### config.mk
export PLATFORM = sky130hd
export DESIGN_NAME = tecs_top
export DESIGN_NICKNAME = d
export VERILOG_FILES = /design/src/logic/tecs_pkg.sv /design/src/logic/tecs_edge_if.sv /design/src/logic/tecs_presc.sv /design/src/logic/tecs_edge_filt.sv /design/src/logic/tecs_top.sv
export SDC_FILE = /design/constraint.sdc
export NUM_CORES = 1
export LEC_CHECK = 0
export BUFFER_PORTS_ARGS = -buffer_cell sky130_fd_sc_hd__clkbuf_2
export CORE_ASPECT_RATIO = 0.7
export CORE_MARGIN = 4
export CORE_UTILIZATION = 45
export DETAILED_ROUTE_END_ITERATION = 10
export GPL_ROUTABILITY_DRIVEN = 0
export PLACE_DENSITY = 0.76
export SETUP_SLACK_MARGIN = 0.4
export SLEW_MARGIN = 20
export SYNTH_ARGS = -nofsm -noshare
export SYNTH_HDL_FRONTEND = slang
export SYNTH_HIERARCHICAL = 1
export SYNTH_SLANG_ARGS = --single-unit
### constraint.sdc
create_clock -name clk_sys_i -period 3.59 [get_ports clk_sys_i]
set_clock_uncertainty 0.15 [all_clocks]
set_input_delay 1.077 -clock clk_sys_i [delete_from_list [all_inputs] [get_ports clk_sys_i]]
set_output_delay 1.077 -clock clk_sys_i [all_outputs]
set_load 0.03 [all_outputs]
### src/logic/tecs_pkg.sv
// constants and types shared by the timer event capture and square-wave block
package tecs_pkg;

  // register port widths
  localparam int unsigned TECS_ADDR_W = 4;
  localparam int unsigned TECS_DATA_W = 16;

  // register offsets, one word each
  localparam logic [3:0] OFS_PRESC = 4'h0;
  localparam logic [3:0] OFS_CCCTRL = 4'h1;
  localparam logic [3:0] OFS_MODE = 4'h2;
  localparam logic [3:0] OFS_OUTCTRL = 4'h3;
  localparam logic [3:0] OFS_CCA = 4'h4;
  localparam logic [3:0] OFS_CCB = 4'h5;
  localparam logic [3:0] OFS_COUNT = 4'h6;
  localparam logic [3:0] OFS_STATUS = 4'h7;
  localparam logic [3:0] OFS_MASK = 4'h8;

  // field positions
  localparam int unsigned PRM_CKS_LSB = 0;
  localparam int unsigned PRM_ESA_LSB = 4;
  localparam int unsigned PRM_ESB_LSB = 6;
  localparam int unsigned CCC_CAPA_BIT = 0;
  localparam int unsigned CCC_CAPB_BIT = 2;
  localparam int unsigned MODE_RUN_LSB = 2;
  localparam int unsigned OUT_OE_BIT = 0;
  localparam int unsigned OUT_TOG_BIT = 1;
  localparam int unsigned STS_A_BIT = 0;
  localparam int unsigned STS_B_BIT = 1;
  localparam int unsigned STS_OVF_BIT = 2;

  // reset values and the counter's top value
  localparam logic [7:0] RST_PRESC = 8'h00;
  localparam logic [7:0] RST_CCCTRL = 8'h00;
  localparam logic [15:0] RST_CC = 16'h0000;
  localparam logic [2:0] RST_MASK = 3'h0;
  localparam logic [15:0] CNT_MAX = 16'hffff;

  // last prescaler count of each division ratio
  localparam logic [7:0] DIV1_LAST = 8'h00;
  localparam logic [7:0] DIV4_LAST = 8'h03;
  localparam logic [7:0] DIV256_LAST = 8'hff;

  typedef enum logic [1:0] {
    TECS_RUN_STOP = 2'b00,
    TECS_RUN_FREE = 2'b01,
    TECS_RUN_RESTART = 2'b10,
    TECS_RUN_MATCHCLR = 2'b11
  } tecs_run_t;

  typedef enum logic [1:0] {
    TECS_ES_FALL = 2'b00,
    TECS_ES_RISE = 2'b01,
    TECS_ES_NONE = 2'b10,
    TECS_ES_BOTH = 2'b11
  } tecs_esel_t;

  typedef enum logic [1:0] {
    TECS_CK_DIV1 = 2'b00,
    TECS_CK_DIV4 = 2'b01,
    TECS_CK_DIV256 = 2'b10,
    TECS_CK_EXT = 2'b11
  } tecs_cks_t;

endpackage : tecs_pkg

### src/logic/tecs_edge_if.sv
// interface between the timer core and one input edge filter
`timescale 1ns/100ps
`default_nettype none
interface tecs_edge_if;
  logic sample;
  logic din;
  logic [1:0] esel;
  logic edge_p;
  modport filt (input sample, input din, input esel, output edge_p);
  modport user (output sample, output din, output esel, input edge_p);
endinterface : tecs_edge_if
`default_nettype wire

### src/logic/tecs_presc.sv
// prescaler producing the count-clock tick
`timescale 1ns/100ps
`default_nettype none
module tecs_presc
  import tecs_pkg::*;
(
  input wire logic clk_sys_i,
  input wire logic rst_i,
  input wire logic [1:0] cks_i,
  output logic tick_o
);

  typedef struct packed {
    logic [7:0] cnt;
  } tecs_presc_st_t;

  tecs_presc_st_t q, d;

  // last count for the selected ratio; external mode samples every clock
  function automatic logic [7:0] div_last(input logic [1:0] cks);
    unique case (cks)
      TECS_CK_DIV4: div_last = DIV4_LAST;
      TECS_CK_DIV256: div_last = DIV256_LAST;
      default: div_last = DIV1_LAST;
    endcase
  endfunction : div_last

  // free-running divider, wraps at the selected ratio
  always_comb begin
    d = q;
    if (q.cnt >= div_last(cks_i)) begin
      d.cnt = 8'h00;
    end else begin
      d.cnt = 8'(q.cnt + 8'h01);
    end
  end

  assign tick_o = (q.cnt >= div_last(cks_i));

  always_ff @(posedge clk_sys_i or posedge rst_i) begin
    if (rst_i) begin
      q <= '0;
    end else begin
      q <= d;
    end
  end

endmodule : tecs_presc
`default_nettype wire

### src/logic/tecs_edge_filt.sv
// two-sample noise filter and valid-edge detector for one input pin
`timescale 1ns/100ps
`default_nettype none
module tecs_edge_filt
  import tecs_pkg::*;
(
  input wire logic clk_sys_i,
  input wire logic rst_i,
  tecs_edge_if.filt eif
);

  typedef struct packed {
    logic smp;
    logic lvl;
    logic ev;
  } tecs_filt_st_t;

  tecs_filt_st_t q, d;

  // accepted level starts low, so a high pin after reset yields a rising edge
  always_comb begin
    d = q;
    d.ev = 1'b0;
    if (eif.sample) begin
      d.smp = eif.din;
      if ((eif.din == q.smp) && (q.smp != q.lvl)) begin
        d.lvl = q.smp;
        unique case (tecs_esel_t'(eif.esel))
          TECS_ES_RISE: d.ev = q.smp;
          TECS_ES_FALL: d.ev = ~q.smp;
          TECS_ES_BOTH: d.ev = 1'b1;
          TECS_ES_NONE: d.ev = 1'b0;
        endcase
      end
    end
  end

  assign eif.edge_p = q.ev;

  always_ff @(posedge clk_sys_i or posedge rst_i) begin
    if (rst_i) begin
      q <= '0;
    end else begin
      q <= d;
    end
  end

endmodule : tecs_edge_filt
`default_nettype wire

### src/logic/tecs_top.sv
// 16-bit timer core: event counting, pulse-width capture, square-wave output
//
// Overview of operation
// event counting waits for twice-confirmed edge
// free-run capture or restart-on-edge measurement
// inputs sampled by count clock, two samples
// edge on input A captures into B
// two-width mode: input A edge sets B
// input B edge captures into A
// software trusts widths within one counter cycle
// software reads capture, checks, clears overflow
// restart mode captures then clears counter
// restart with both edges blocks capture A
// enable and toggle bits invert output on match
// software loads nonzero compare A first
// square-wave setup order ends with mode
// software avoids changing compare A running
// measurement setup order ends with mode
// software sets both capture pins as inputs
// nonzero run bits count, zero stops
// square period is twice (compare plus one)
`timescale 1ns/100ps
`default_nettype none
module tecs_top
  import tecs_pkg::*;
(
  input wire logic clk_sys_i,
  input wire logic rst_i,
  input wire logic [TECS_ADDR_W-1:0] addr_i,
  input wire logic [TECS_DATA_W-1:0] wdata_i,
  input wire logic wr_i,
  input wire logic rd_i,
  output logic [TECS_DATA_W-1:0] rdata_o,
  input wire logic capture_input_a_i,
  input wire logic capture_input_b_i,
  output logic timer_output_pin_o,
  output logic timer_output_oe_o,
  output logic irq_o
);

  typedef struct packed {
    logic [7:0] presc;
    logic [7:0] ccc;
    logic [1:0] run;
    logic [1:0] outc;
    logic [15:0] cca;
    logic [15:0] ccb;
    logic [15:0] cnt;
    logic [2:0] sts;
    logic [2:0] msk;
    logic out;
    logic [15:0] rdata;
  } tecs_regs_t;

  tecs_regs_t q, d;

  tecs_run_t run_e;
  tecs_cks_t cks_e;
  logic running;
  logic presc_tick;
  logic edge_a;
  logic edge_b;
  logic tick;
  logic cap_a_mode;
  logic cap_b_mode;
  logic cap_a_ev;
  logic cap_b_ev;
  logic match_a;
  logic match_b;
  logic ovf_ev;
  logic [15:0] cnt_inc;

  tecs_edge_if eif_a ();
  tecs_edge_if eif_b ();

  // decoded control fields
  assign run_e = tecs_run_t'(q.run);
  assign cks_e = tecs_cks_t'(q.presc[PRM_CKS_LSB +: 2]);
  // run bits gate counting
  assign running = (run_e != TECS_RUN_STOP);

  tecs_presc u_presc (
    .clk_sys_i(clk_sys_i),
    .rst_i(rst_i),
    .cks_i(q.presc[PRM_CKS_LSB +: 2]),
    .tick_o(presc_tick)
  );

  // both pins sampled at the count-clock rate
  assign eif_a.sample = presc_tick;
  assign eif_a.din = capture_input_a_i;
  assign eif_a.esel = q.presc[PRM_ESA_LSB +: 2];
  assign eif_b.sample = presc_tick;
  assign eif_b.din = capture_input_b_i;
  assign eif_b.esel = q.presc[PRM_ESB_LSB +: 2];

  tecs_edge_filt u_filt_a (
    .clk_sys_i(clk_sys_i),
    .rst_i(rst_i),
    .eif(eif_a)
  );

  tecs_edge_filt u_filt_b (
    .clk_sys_i(clk_sys_i),
    .rst_i(rst_i),
    .eif(eif_b)
  );

  // a stopped timer ignores pin activity entirely
  assign edge_a = running & eif_a.edge_p;
  assign edge_b = running & eif_b.edge_p;

  // external mode counts only filtered input A edges
  assign tick = running & ((cks_e == TECS_CK_EXT) ? eif_a.edge_p : presc_tick);
  assign cnt_inc = 16'(q.cnt + 16'h0001);

  // register roles follow control bits and run mode
  assign cap_a_mode = q.ccc[CCC_CAPA_BIT];
  assign cap_b_mode = q.ccc[CCC_CAPB_BIT] | (run_e == TECS_RUN_RESTART);

  // input A edge loads register B
  assign cap_b_ev = edge_a & cap_b_mode;
  // input B edge loads register A, blocked in restart with both edges
  assign cap_a_ev = edge_b & cap_a_mode &
    ~((run_e == TECS_RUN_RESTART) && (q.presc[PRM_ESA_LSB +: 2] == TECS_ES_BOTH));

  // compare matches on a count-clock tick
  assign match_a = tick & ~cap_a_mode & (q.cnt == q.cca);
  assign match_b = tick & ~cap_b_mode & (q.cnt == q.ccb);

  // wrap past all ones, not counting a clear that happens instead
  assign ovf_ev = tick & (q.cnt == CNT_MAX) &
    ~((run_e == TECS_RUN_MATCHCLR) && match_a) &
    ~((run_e == TECS_RUN_RESTART) && edge_a);

  // next-state of all registers
  always_comb begin
    d = q;
    d.rdata = 16'h0000;
    // software writes; capture registers are read-only while capturing
    if (wr_i) begin
      case (addr_i)
        OFS_PRESC: d.presc = wdata_i[7:0];
        OFS_CCCTRL: d.ccc = wdata_i[7:0];
        OFS_MODE: d.run = wdata_i[MODE_RUN_LSB +: 2];
        OFS_OUTCTRL: d.outc = wdata_i[1:0];
        OFS_CCA: begin
          if (!cap_a_mode) begin
            d.cca = wdata_i;
          end
        end
        OFS_CCB: begin
          if (!cap_b_mode) begin
            d.ccb = wdata_i;
          end
        end
        OFS_STATUS: d.sts = q.sts & ~wdata_i[2:0];
        OFS_MASK: d.msk = wdata_i[2:0];
        default: ;
      endcase
    end
    // counter per run mode
    unique case (run_e)
      TECS_RUN_STOP: d.cnt = 16'h0000;
      TECS_RUN_FREE: begin
        if (tick) begin
          d.cnt = cnt_inc;
        end
      end
      TECS_RUN_RESTART: begin
        // capture uses the old count, then count from zero
        if (edge_a) begin
          d.cnt = 16'h0000;
        end else if (tick) begin
          d.cnt = cnt_inc;
        end
      end
      TECS_RUN_MATCHCLR: begin
        // clear after compare A gives N+1 ticks per half period
        if (tick) begin
          d.cnt = match_a ? 16'h0000 : cnt_inc;
        end
      end
    endcase
    // captures take the count before this cycle's update
    if (cap_b_ev) begin
      d.ccb = q.cnt;
    end
    if (cap_a_ev) begin
      d.cca = q.cnt;
    end
    // output inverts on compare A match when enabled
    if (!q.outc[OUT_OE_BIT]) begin
      d.out = 1'b0;
    end else if (q.outc[OUT_TOG_BIT] && match_a) begin
      d.out = ~q.out;
    end
    // sticky events are applied after the clear, so a set wins
    d.sts[STS_A_BIT] = d.sts[STS_A_BIT] | cap_a_ev | match_a;
    d.sts[STS_B_BIT] = d.sts[STS_B_BIT] | cap_b_ev | match_b;
    d.sts[STS_OVF_BIT] = d.sts[STS_OVF_BIT] | ovf_ev;
    // read data held for exactly the cycle after the strobe
    if (rd_i) begin
      case (addr_i)
        OFS_PRESC: d.rdata = {8'h00, q.presc};
        OFS_CCCTRL: d.rdata = {8'h00, q.ccc};
        OFS_MODE: d.rdata = {12'h000, q.run, 2'b00};
        OFS_OUTCTRL: d.rdata = {14'h0, q.outc};
        OFS_CCA: d.rdata = q.cca;
        OFS_CCB: d.rdata = q.ccb;
        OFS_COUNT: d.rdata = q.cnt;
        OFS_STATUS: d.rdata = {13'h0, q.sts};
        OFS_MASK: d.rdata = {13'h0, q.msk};
        default: d.rdata = 16'h0000;
      endcase
    end
  end

  // single register bank for this module; prescaler and edge filters keep their own
  always_ff @(posedge clk_sys_i or posedge rst_i) begin
    if (rst_i) begin
      q.presc <= RST_PRESC;
      q.ccc <= RST_CCCTRL;
      q.run <= TECS_RUN_STOP;
      q.outc <= 2'b00;
      q.cca <= RST_CC;
      q.ccb <= RST_CC;
      q.cnt <= RST_CC;
      q.sts <= 3'h0;
      q.msk <= RST_MASK;
      q.out <= 1'b0;
      q.rdata <= 16'h0000;
    end else begin
      q <= d;
    end
  end

  // outputs straight from flops except the mask combine
  assign rdata_o = q.rdata;
  assign timer_output_pin_o = q.out;
  assign timer_output_oe_o = q.outc[OUT_OE_BIT];
  assign irq_o = |(q.sts & q.msk);
endmodule : tecs_top
`default_nettype wire

### Yosys cells after proc, flatten, opt, wreduce, memory -nomap -nowiden

Index checks and enable logic that the tools add are counted.

| cells by class | value |
|---|---|
| add/sub/neg operators | 2 |
| $mul | 0 |
| div/mod/pow operators | 0 |
| magnitude comparators | 1 |
| eq/ne operators | 31 |
| shifts and indexed selects | 0 |
| multiplexer cells | 28 |
| bitwise logic cells | 30 |
| reductions and logical operators | 25 |

Operators with widths:

| cell | count |
|---|---|
| $mux 16 | 11 |
| $pmux 16 s9 | 1 |
| $pmux 16 s4 | 1 |
| $eq 16x16->1 | 2 |
| $mux 32 | 1 |
| $add 16x1->16 const B | 1 |
| $eq 16x16->1 const B | 1 |
| $eq 2x2->1 const B | 8 |
| $eq 4x3->1 const B | 4 |
| $pmux 8 s2 | 1 |
| $reduce_and 2->1 | 7 |
| $and 1x1->1 | 13 |
| $reduce_bool 2->1 | 5 |
| $add 8x1->8 const B | 1 |
| $eq 2x1->1 const B | 4 |
| $eq 4x2->1 const B | 2 |
| $ge 8x8->1 | 1 |
| $mux 8 | 1 |
| $not 1->1 | 8 |
| $pmux 1 s4 | 2 |
| $mux 1 | 7 |
| $and 3x3->3 | 2 |
| $logic_and 1x1->1 | 6 |
| $logic_not 2->1 | 3 |
| 13 further kinds | 24 |

| storage, ports and cells | value |
|---|---|
| register bits after elaboration | 105 |
| latch bits | 0 |
| RAM bits | 0 |
| memory bits (read-only) | 0 |
| output and inout port bits | 19 |
| word-level logic and storage cells | 135 |
| memories kept | 0 |

### Depth between registers and ports, before layout

Gate-level depths: netlist of the first run.

| logic depth | value |
|---|---|
| depth after elaboration | 12 |
| gate-level depth with buffers | 14 |
| gate-level depth less buffers | 13 |

### Modules after synthesis

Netlist of the first run, hierarchy kept.

Modules (own cells, without submodules):

| module | instances | cells each | area each (µm²) | seq. area each (µm²) |
|---|---|---|---|---|
| tecs_top | 1 | 551 | 5313.8 | 2277.2 |
| tecs_presc | 1 | 52 | 556.8 | 200.2 |
| tecs_edge_filt | 2 | 12 | 145.1 | 75.1 |

### Least setup slack after synthesis of the first run

OpenSTA, ideal clock, no wires.

| timing path | value |
|---|---|
| path kind | reg2reg |
| from | reg q (netlist bit cks_e[0]) |
| to | reg q[32] in the netlist's numbering |
| arrival | 3171 ps |
| required time | 3314 ps |
| slack | 143 ps |
| cell stages (with the launch flop) | 13 |
| buffers on the path | 0 |
| cells stage by stage | dfrtp_1 > inv_1 > ha_1 > inv_1 > ha_1 > and3_1 > o211ai_1 > o21ai_2 > a21bo_2 > a21o_1 > nor4b_4 > a41oi_4 > a221o_1 |

| between the ends | value |
|---|---|
| longest elaborated chain between the ends | 10 |
| elaborated cells on any way between the ends | 15 |
| those cells by class | order compare: 1; eq/ne: 4; mux: 7; bitwise: 3 |

Ends and longest elaborated chain:

| what | RTL line | source |
|---|---|---|
| start: declaration | tecs_top.sv:55 | `tecs_regs_t q, d;` |
| $eq 2x2->1 / $eq 2x1->1 (equally long branches) | tecs_presc.sv:21 | `unique case (cks)` |
| $pmux 8 s2 (*) | tecs_presc.sv:21 |  |
| $ge 8x8->1 (*) | tecs_presc.sv:38 | `assign tick_o = (q.cnt >= div_last(cks_i));` |
| via eif_a.sample | tecs_edge_if.sv:5 | `logic sample;` |
| $mux 1 (*) | tecs_top.sv:114 | `assign tick = running & ((cks_e == TECS_CK_EXT) ? eif_a.edge_p : presc_tick);` |
| $and 1x1->1 (*) | tecs_top.sv:114 |  |
| $and 1x1->1 (2 in a row) | tecs_top.sv:128 | `assign match_a = tick & ~cap_a_mode & (q.cnt == q.cca);` |
| $mux 16 | tecs_top.sv:181 | `d.cnt = match_a ? 16'h0000 : cnt_inc;` |
| $mux 16 | tecs_top.sv:180 | `if (tick) begin` |
| $pmux 16 s4 | tecs_top.sv:163 | `unique case (run_e)` |

The timed path passes the listed nets; every way through them passes the cells marked *. The select of a mux whose other input is x is not followed.
A chain may end at the register's enable or synchronous reset.

### Worst setup path in the final report of the first run

| timing path | value |
|---|---|
| from | reg q (netlist bit cks_e[0]) |
| to | reg q[34] in the netlist's numbering |

The elaborated chain is that of the path after synthesis.

==> flow_summary.ini, run 1 <==
[outcome]
status = finished, final reports clean

[yosys]
ys_warn_count = 6
ys_ff_latch = 105
syn-num-nets = 664
yosys.cell_types.count = 70
avgSynthCellArea_um2 = 9.83
syn_area_mm2 = 0.00616
async_flop_share_pct = 100
ys.flop_type = dfrtp_1
synth_edf_count = 0
netlist_instances = 627
synth.yosys.seq_area_share_pct = 42.6

[timing]
holdWs_ns = 0.342
tightestPinTransition_ns = 0.655
max_freq_mhz = 314
period_minus_slack_ns = 3.19
setup_violations = 0
slew_viol_final = 0
worst_slack_ns = 0.403
fin_crit_sh_pct = 88.8
hold_viol = 0
fin_setup_tns_ns = 0
maxSlewHeadroom_pct = 56.3
rsz0062_at_grt = yes

[setup_path]
crit_chain = inv_1 > ha_4 > inv_4 > ha_4 > and3_4 > o211ai_1 > o21ai_4 > a21boi_1 > nor3_1 > or3_4 > buf_4 > buf_4 > nor3_1 > o31ai_1 > o2bb2ai_1
start_kind = flip-flop
required_ns = 3.67
path_class = flip-flop to flip-flop
crit_slowest_cell = or3_4
cp_slowest_stage_delay_ns = 0.43
cp-end-kind = flip-flop
arrival_ns = 3.27
critical_path.max_fanout = 6

[floorplanning]
core_area_mm2 = 0.0133
initial_core_util_pct = 46.4
dieArea_mm2 = 0.0157
die_y_um = 106
dieWidth_um = 148
num_io_pins = 45
rows = 35

[clock_tree]
clock_path_buffers = 2
cts_tree = done
clockRootBuffer = clkbuf_16
cts-buffers-inserted = 9
clk_latency_ns = 0.35
h-tree-depth = 3
path_clk_slew_ns = 0.07
cts_hold_buf = 0
clock_sinks = 105

[detailed_routing]
wl_per_cell_um = 20.4
firstDrtPassIters = 5
drt_iter0_markers = 816
ant_nets = 0
post_drt_via_cell_ratio = 6.11
vias = 5175
routed_wl_um = 17300
drc = 0

[finish]
antenna_cells = 0
final_cell_mix = dfrtp_1, nor2_1, a21oi_1
area_growth_syn_to_layout_pct = 13.5
drive_gt1_share_pct = 22.5
layout_commonest_cell = dfrtp_1
nets = 695

[flow_run]
drv_cap = 0

[power]
power_mw = 4.57
ir_drop_uv = 268
p_leak_nw = 3.24
p_per_area_mw_per_mm2 = 653

[global_routing]
grt_pass1_wl_um = 27100
grt_start_max_net_pins = 34
grt_usage_pct = 22.0
first_global_vias = 4963
grt-ovfl-total = 0
antenna_found_initial = 1

[placed_design]
dp_hpwl_um = 12300
pre_cts_ws_ns = 0.212
numPortBuffers = 44

[worst_hold_path]
min_path_type = flip-flop to flip-flop
## kinds of logic (layout without fill, tap and decap cells)
family | after synthesis | count (layout) | synth area share [%]
adders and majority gates | 11 | 11 | 2.23
DFF | 105 | 105 | 42.6
muxes | 74 | 74 | 12.6
buffers and inverters | 69 | 104 | 5.95
and+or+nand+nor | 204 | 204 | 16.7
AOI/OAI and AO/OA | 122 | 122 | 13.9
xor gates and xnor gates | 42 | 42 | 5.97
## worst paths after layout
| kind | from | endpoint | slack [ns] | depth (start not counted) |
|---|---|---|---|---|
| max | cks_e[0] | q[34] | 0.40 | 15 |
| min | u_presc/q[0] | u_presc/q[0] | 0.34 | 1 |
| max reg2reg | cks_e[0] | q[34] | 0.40 | 15 |
| min reg2reg | u_presc/q[0] | u_presc/q[0] | 0.34 | 1 |
| max in group asynchronous | rst_i | rdata_o[5] | 1.90 | 3 |
| min in group asynchronous | rst_i | u_filt_a/q[1] | 0.48 | 2 |
## synthesized netlist by cell type (all sizes together), types with 2 or more instances
master   count  area (µm²)
nand3b       5        37.5
a22o         4        35.0
a41o         2        20.0
or2          3        18.8
o22ai        5        31.3
nand2       29         109
a21oi       55         275
mux2i       46         460
a221oi       6        58.8
a21o         4        30.0
a31oi        3        18.8
a311oi       2        17.5
o31ai        2        15.0
a41oi        5        62.6
ha          11         138
inv         13        48.8
or3          5        31.3
a211oi       2        15.0
buf         43         269
dfrtp      105        2630
and3         6        37.5
clkbuf      13        48.8
a222oi       4        40.0
xor2        20         175
nand3       19         100
mux2        28         315
nand4       12        75.1
a21boi       4        30.0
nand4bb      2        22.5
nor4         3        25.0
nand2b       5        38.8
nor2        88         330
o211ai       2        15.0
a22oi        5        37.5
o21ai        6        33.8
xnor2       22         193
nor3        11        60.1
nor2b        3        18.8
nor3b        6        50.1
## power breakdown
part           internal [mW]  leakage [nW]  switching [mW]
registers               1.50          1.31           0.387
clock network          0.558         0.140           0.422
logic                  0.811          1.80           0.889
total                   2.87          3.24            1.70
## through the flow
step | area [µm²] | std cells | utilization, %
after global routing | 7000 | 847 | 52.7
after CTS | 6910 | 843 | 52.0
final | 7000 | 847 | 52.7
after global placement | 6540 | 822 | 49.3
after detailed placement | 6540 | 822 | 49.3
after floorplan | 6220 | 627 | -
## cell type report
type / instances / area (µm²)
flip-flops and latches: 105 / 2630
inverters: 13 / 55.1
clock inverters: 2 / 38.8
well taps: 185 / 231
repair buffers: 76 / 489
fillers: 1165 / 6270
multi-input cells: 453 / 3300
clock buffers: 13 / 250
## timing repair
action / 4_1_cts / 5_1_grt
setup endpoints to repair: 18 / 17
endpoints found under the hold margin: 0 / 0
pin swaps: 3 / 7
buffers inserted: 6 / 4
gates resized for setup: 8 / 11
## sequential cells by signal, summed over array words and instances, names as in the netlist
register,cells
q,64
rdata_o,16
u_presc/q,8
cks_e,2
eif_a.esel,2
eif_b.esel,2
run_e,2
u_filt_a/q,2
u_filt_b/q,2
cap_a_mode,1
timer_output_oe_o,1
timer_output_pin_o,1
u_filt_a/eif.edge_p,1
u_filt_b/eif.edge_p,1
## worst max-delay path, delay by kind of cell, from the launching register on
kind	cells	cell delay, ns
and+or+nand+nor	4	0.88
AOI/OAI and AO/OA	5	0.82
buffers and inverters	4	0.43
adders and majority gates	2	0.42
DFF	1	0.38
## routing by layer
| layer | share of wire, % | GRT usage (%) | up-vias |
|---|---|---|---|
| li1 | - | - | 2287 |
| met1 | 43 | 31.3 | 2499 |
| met2 | 44 | 33.0 | 328 |
| met3 | 11 | 5.97 | 59 |
| met4 | 2.3 | 6.20 | 2 |
| met5 | 0.075 | 0 | - |
(Power assumes the default switching activity.)
==> inputs of run 2 (changes only) <==
--- a/config.mk
+++ b/config.mk
@@ -5,6 +5,7 @@
 export SDC_FILE = /design/constraint.sdc
 export NUM_CORES = 1
 export LEC_CHECK = 0
+export ABC_AREA = 1
 export BUFFER_PORTS_ARGS = -buffer_cell sky130_fd_sc_hd__clkbuf_2
 export CORE_ASPECT_RATIO = 0.7
 export CORE_MARGIN = 4
==> constraint.sdc (replaced) <==
create_clock -name clk_sys_i -period 3.59 [get_ports clk_sys_i]
set_clock_uncertainty 0.15 [all_clocks]
set_input_delay 0.5385 -clock clk_sys_i [delete_from_list [all_inputs] [get_ports clk_sys_i]]
set_output_delay 0.5385 -clock clk_sys_i [all_outputs]
set_load 0.03 [all_outputs]
==> run 2 against run 1 <==
Net effect:
- power down 0.18%
- setup slack better by 0.32 ns
- synthesized area grew 6.7%
- final area up 2.3%
- non-clock buffer count fell by 20
- synthesized cell count increased by 45%
- cell count increased by 33%
==> flow_summary.ini, run 2 <==
[floorplanning]
num_io_pins = 45
rows = 36
dieArea_mm2 = 0.0166
die_y_um = 109
initial_core_util_pct = 46.6
core_area_mm2 = 0.0141
dieWidth_um = 152

[clock_tree]
h-tree-depth = 3
cts_tree = done
clockRootBuffer = clkbuf_16
clock_sinks = 105
clock_path_buffers = 2
path_clk_slew_ns = 0.07
cts-buffers-inserted = 9
clk_latency_ns = 0.35

[yosys]
post-synth-top-count-cell = nand2_1
synth_edf_count = 0
syn-num-nets = 946
synth.yosys.seq_area_share_pct = 40.0
syn_area_mm2 = 0.00658
yosys-top-cells-area = dfrtp_1, nand2_1, inv_1
netlist.area_leader.share_pct = 40.0
async_flop_share_pct = 100
avgSynthCellArea_um2 = 7.23
yosysTopAreaCell = dfrtp_1
ys_warn_count = 6
netlist_instances = 909
yosys.cell_types.count = 39
ys_ff_latch = 105
synthTopCellsByCount = nand2_1, inv_1, dfrtp_1
ys.flop_type = dfrtp_1

[detailed_routing]
post_drt_via_cell_ratio = 5.46
vias = 6133
drc = 0
ant_nets = 0
firstDrtPassIters = 6
routed_wl_um = 18100
wl_per_cell_um = 16.1
drt_iter0_markers = 752

[setup_path]
path_class = flip-flop to flip-flop
crit_slowest_cell = dfrtp_1
arrival_ns = 3.01
crit_chain = inv_1 > ha_1 > inv_1 > ha_1 > a21oi_1 > nor2_1 > nor2_1 > nand3_4 > inv_1 > nand2_1 > nand3_4 > inv_2 > a21boi_0 > nand3_1 > nand3_1 > nand2_1 > nand2_1
start_kind = flip-flop
cp_slowest_stage_delay_ns = 0.41
required_ns = 3.73
cp-end-kind = flip-flop
critical_path.max_fanout = 12

[power]
p_per_area_mw_per_mm2 = 638
comb_power_share_pct = 36.5
p_int_mw = 2.70
p_leak_nw = 3.63
p_clk_share_pct = 24.3
switching_power_mw = 1.86
ir_drop_uv = 357
swShare_pct = 40.8
pwr-share-seq_pct = 39.2

[timing]
maxSlewHeadroom_pct = 36.0
period_minus_slack_ns = 2.87
setup_violations = 0
max_freq_mhz = 348
fin_crit_sh_pct = 80.0
hold_viol = 0
tightestPinTransition_ns = 0.956
rsz0062_at_grt = no
fin_setup_tns_ns = 0
slew_viol_final = 0

[worst_hold_path]
min_path_type = input port to flip-flop

[finish]
area_growth_syn_to_layout_pct = 8.77
nets = 965
fillerInstances = 1348
layout_commonest_cell = nand2_1
fin_util_pct = 50.7
top_register = q
largest_reg_flops = 64
drive_gt1_share_pct = 13.0
antenna_cells = 0
final_cell_mix = nand2_1, inv_1, dfrtp_1

[global_routing]
grt_start_max_net_pins = 47
antenna_found_initial = 0
grt_pass1_wl_um = 29500
grt-ovfl-total = 0
grt_usage_pct = 22.2
first_global_vias = 5544

[outcome]
status = finished, final reports clean

[placed_design]
numPortBuffers = 44
dp_hpwl_um = 13200

[flow_run]
drv_cap = 0
## run 2: changes by cell type after synthesis, sizes merged, moves of 12 or more
cell | previous run | this run
xor2 | 20 | 7
inv | 13 | 126
mux2i | 46 | 0
nand3 | 19 | 51
o22ai | 5 | 27
mux2 | 28 | 0
o211ai | 2 | 14
nand2 | 29 | 266
o21ai | 6 | 79
a21oi | 55 | 28
xnor2 | 22 | 4
nor2 | 88 | 100
## run 2: power groups by stage
| stage | Sequential [mW] | Clock [mW] | Combinational, mW |
|---|---|---|---|
| 5_1_grt | 1.82 | 1.17 | 1.87 |
| 2_1_floorplan | 1.69 | 0 | 1.26 |
| 3_5_place_dp | 1.79 | 0 | 1.56 |
| 3_3_place_gp | 1.79 | 0 | 1.53 |
| 6_report | 1.79 | 1.11 | 1.67 |
| 4_1_cts | 1.78 | 1.12 | 1.58 |
## run 2: layout make-up
class | count | area [µm²] | share of cell area, %
Sequential cell | 105 | 2630 | 36.7
Multi-Input combinational cell | 630 | 3170 | 44.3
Timing Repair Buffer | 56 | 313 | 4.37
Clock inverter | 6 | 90.1 | 1.26
Clock buffer | 10 | 239 | 3.34
Inverter | 126 | 478 | 6.68
Tap cell | 190 | 238 | 3.32
## run 2: cells by family (layout without fill, tap and decap cells)
kind of cell / after synthesis / in the layout / synth area share [%]
xor gates and xnor gates: 11 / 11 / 1.46
AOI/OAI and AO/OA: 169 / 169 / 15.5
adders and majority gates: 11 / 11 / 2.09
and+or+nand+nor: 439 / 439 / 29.0
buffers and inverters: 174 / 198 / 12.0
DFF: 105 / 105 / 40.0
## run 2: per-stage QoR
stage	setup WS (ns)	hold WS, ns	instances	area [µm²]	power [mW]
CTS	0.471	0.306	1120	7120	4.47
global route	0.424	0.336	1123	7150	4.85
global placement	0.632	0.318	1103	6780	3.32
finish	0.719	0.310	1123	7150	4.56
floorplan	0.538	0.142	909	6580	2.96
detailed placement	0.468	0.326	1103	6780	3.36
## run 2: worst max-delay path, delay by kind of cell (launching register included)
kind | cells | cell delay [ns]
AOI/OAI and AO/OA | 2 | 0.38
adders and majority gates | 2 | 0.47
buffers and inverters | 4 | 0.43
DFF | 1 | 0.41
and+or+nand+nor | 9 | 0.98
## run 2: repair_timing
item                                    4_1_cts  5_1_grt
hold buffers                                  1        0
resized for setup                             0        3
endpoints found under the setup margin        0       14
setup buffers                                 0        3
endpoints found under the hold margin         6        0
## run 2: path summary, 6_finish.rpt
kind                       slack, ns         startpoint            end  cells past startpoint
min                             0.31  capture_input_a_i  u_filt_a/q[2]                      3
min reg2reg                     0.35              q[78]          q[78]                      2
max                             0.72           cks_e[0]          q[29]                     17
max in group asynchronous       1.84              rst_i          q[54]                      4
max reg2reg                     0.72           cks_e[0]          q[29]                     17
min in group asynchronous       0.51              rst_i  u_filt_a/q[1]                      3
## run 2: per-layer routing
layer	up-vias	track usage, %	wire length (µm)
met2	324	30.7	7210
met3	40	6.15	1990
met1	2798	33.4	8470
met4	0	7.06	414
li1	2971	-	-
met5	-	0	0
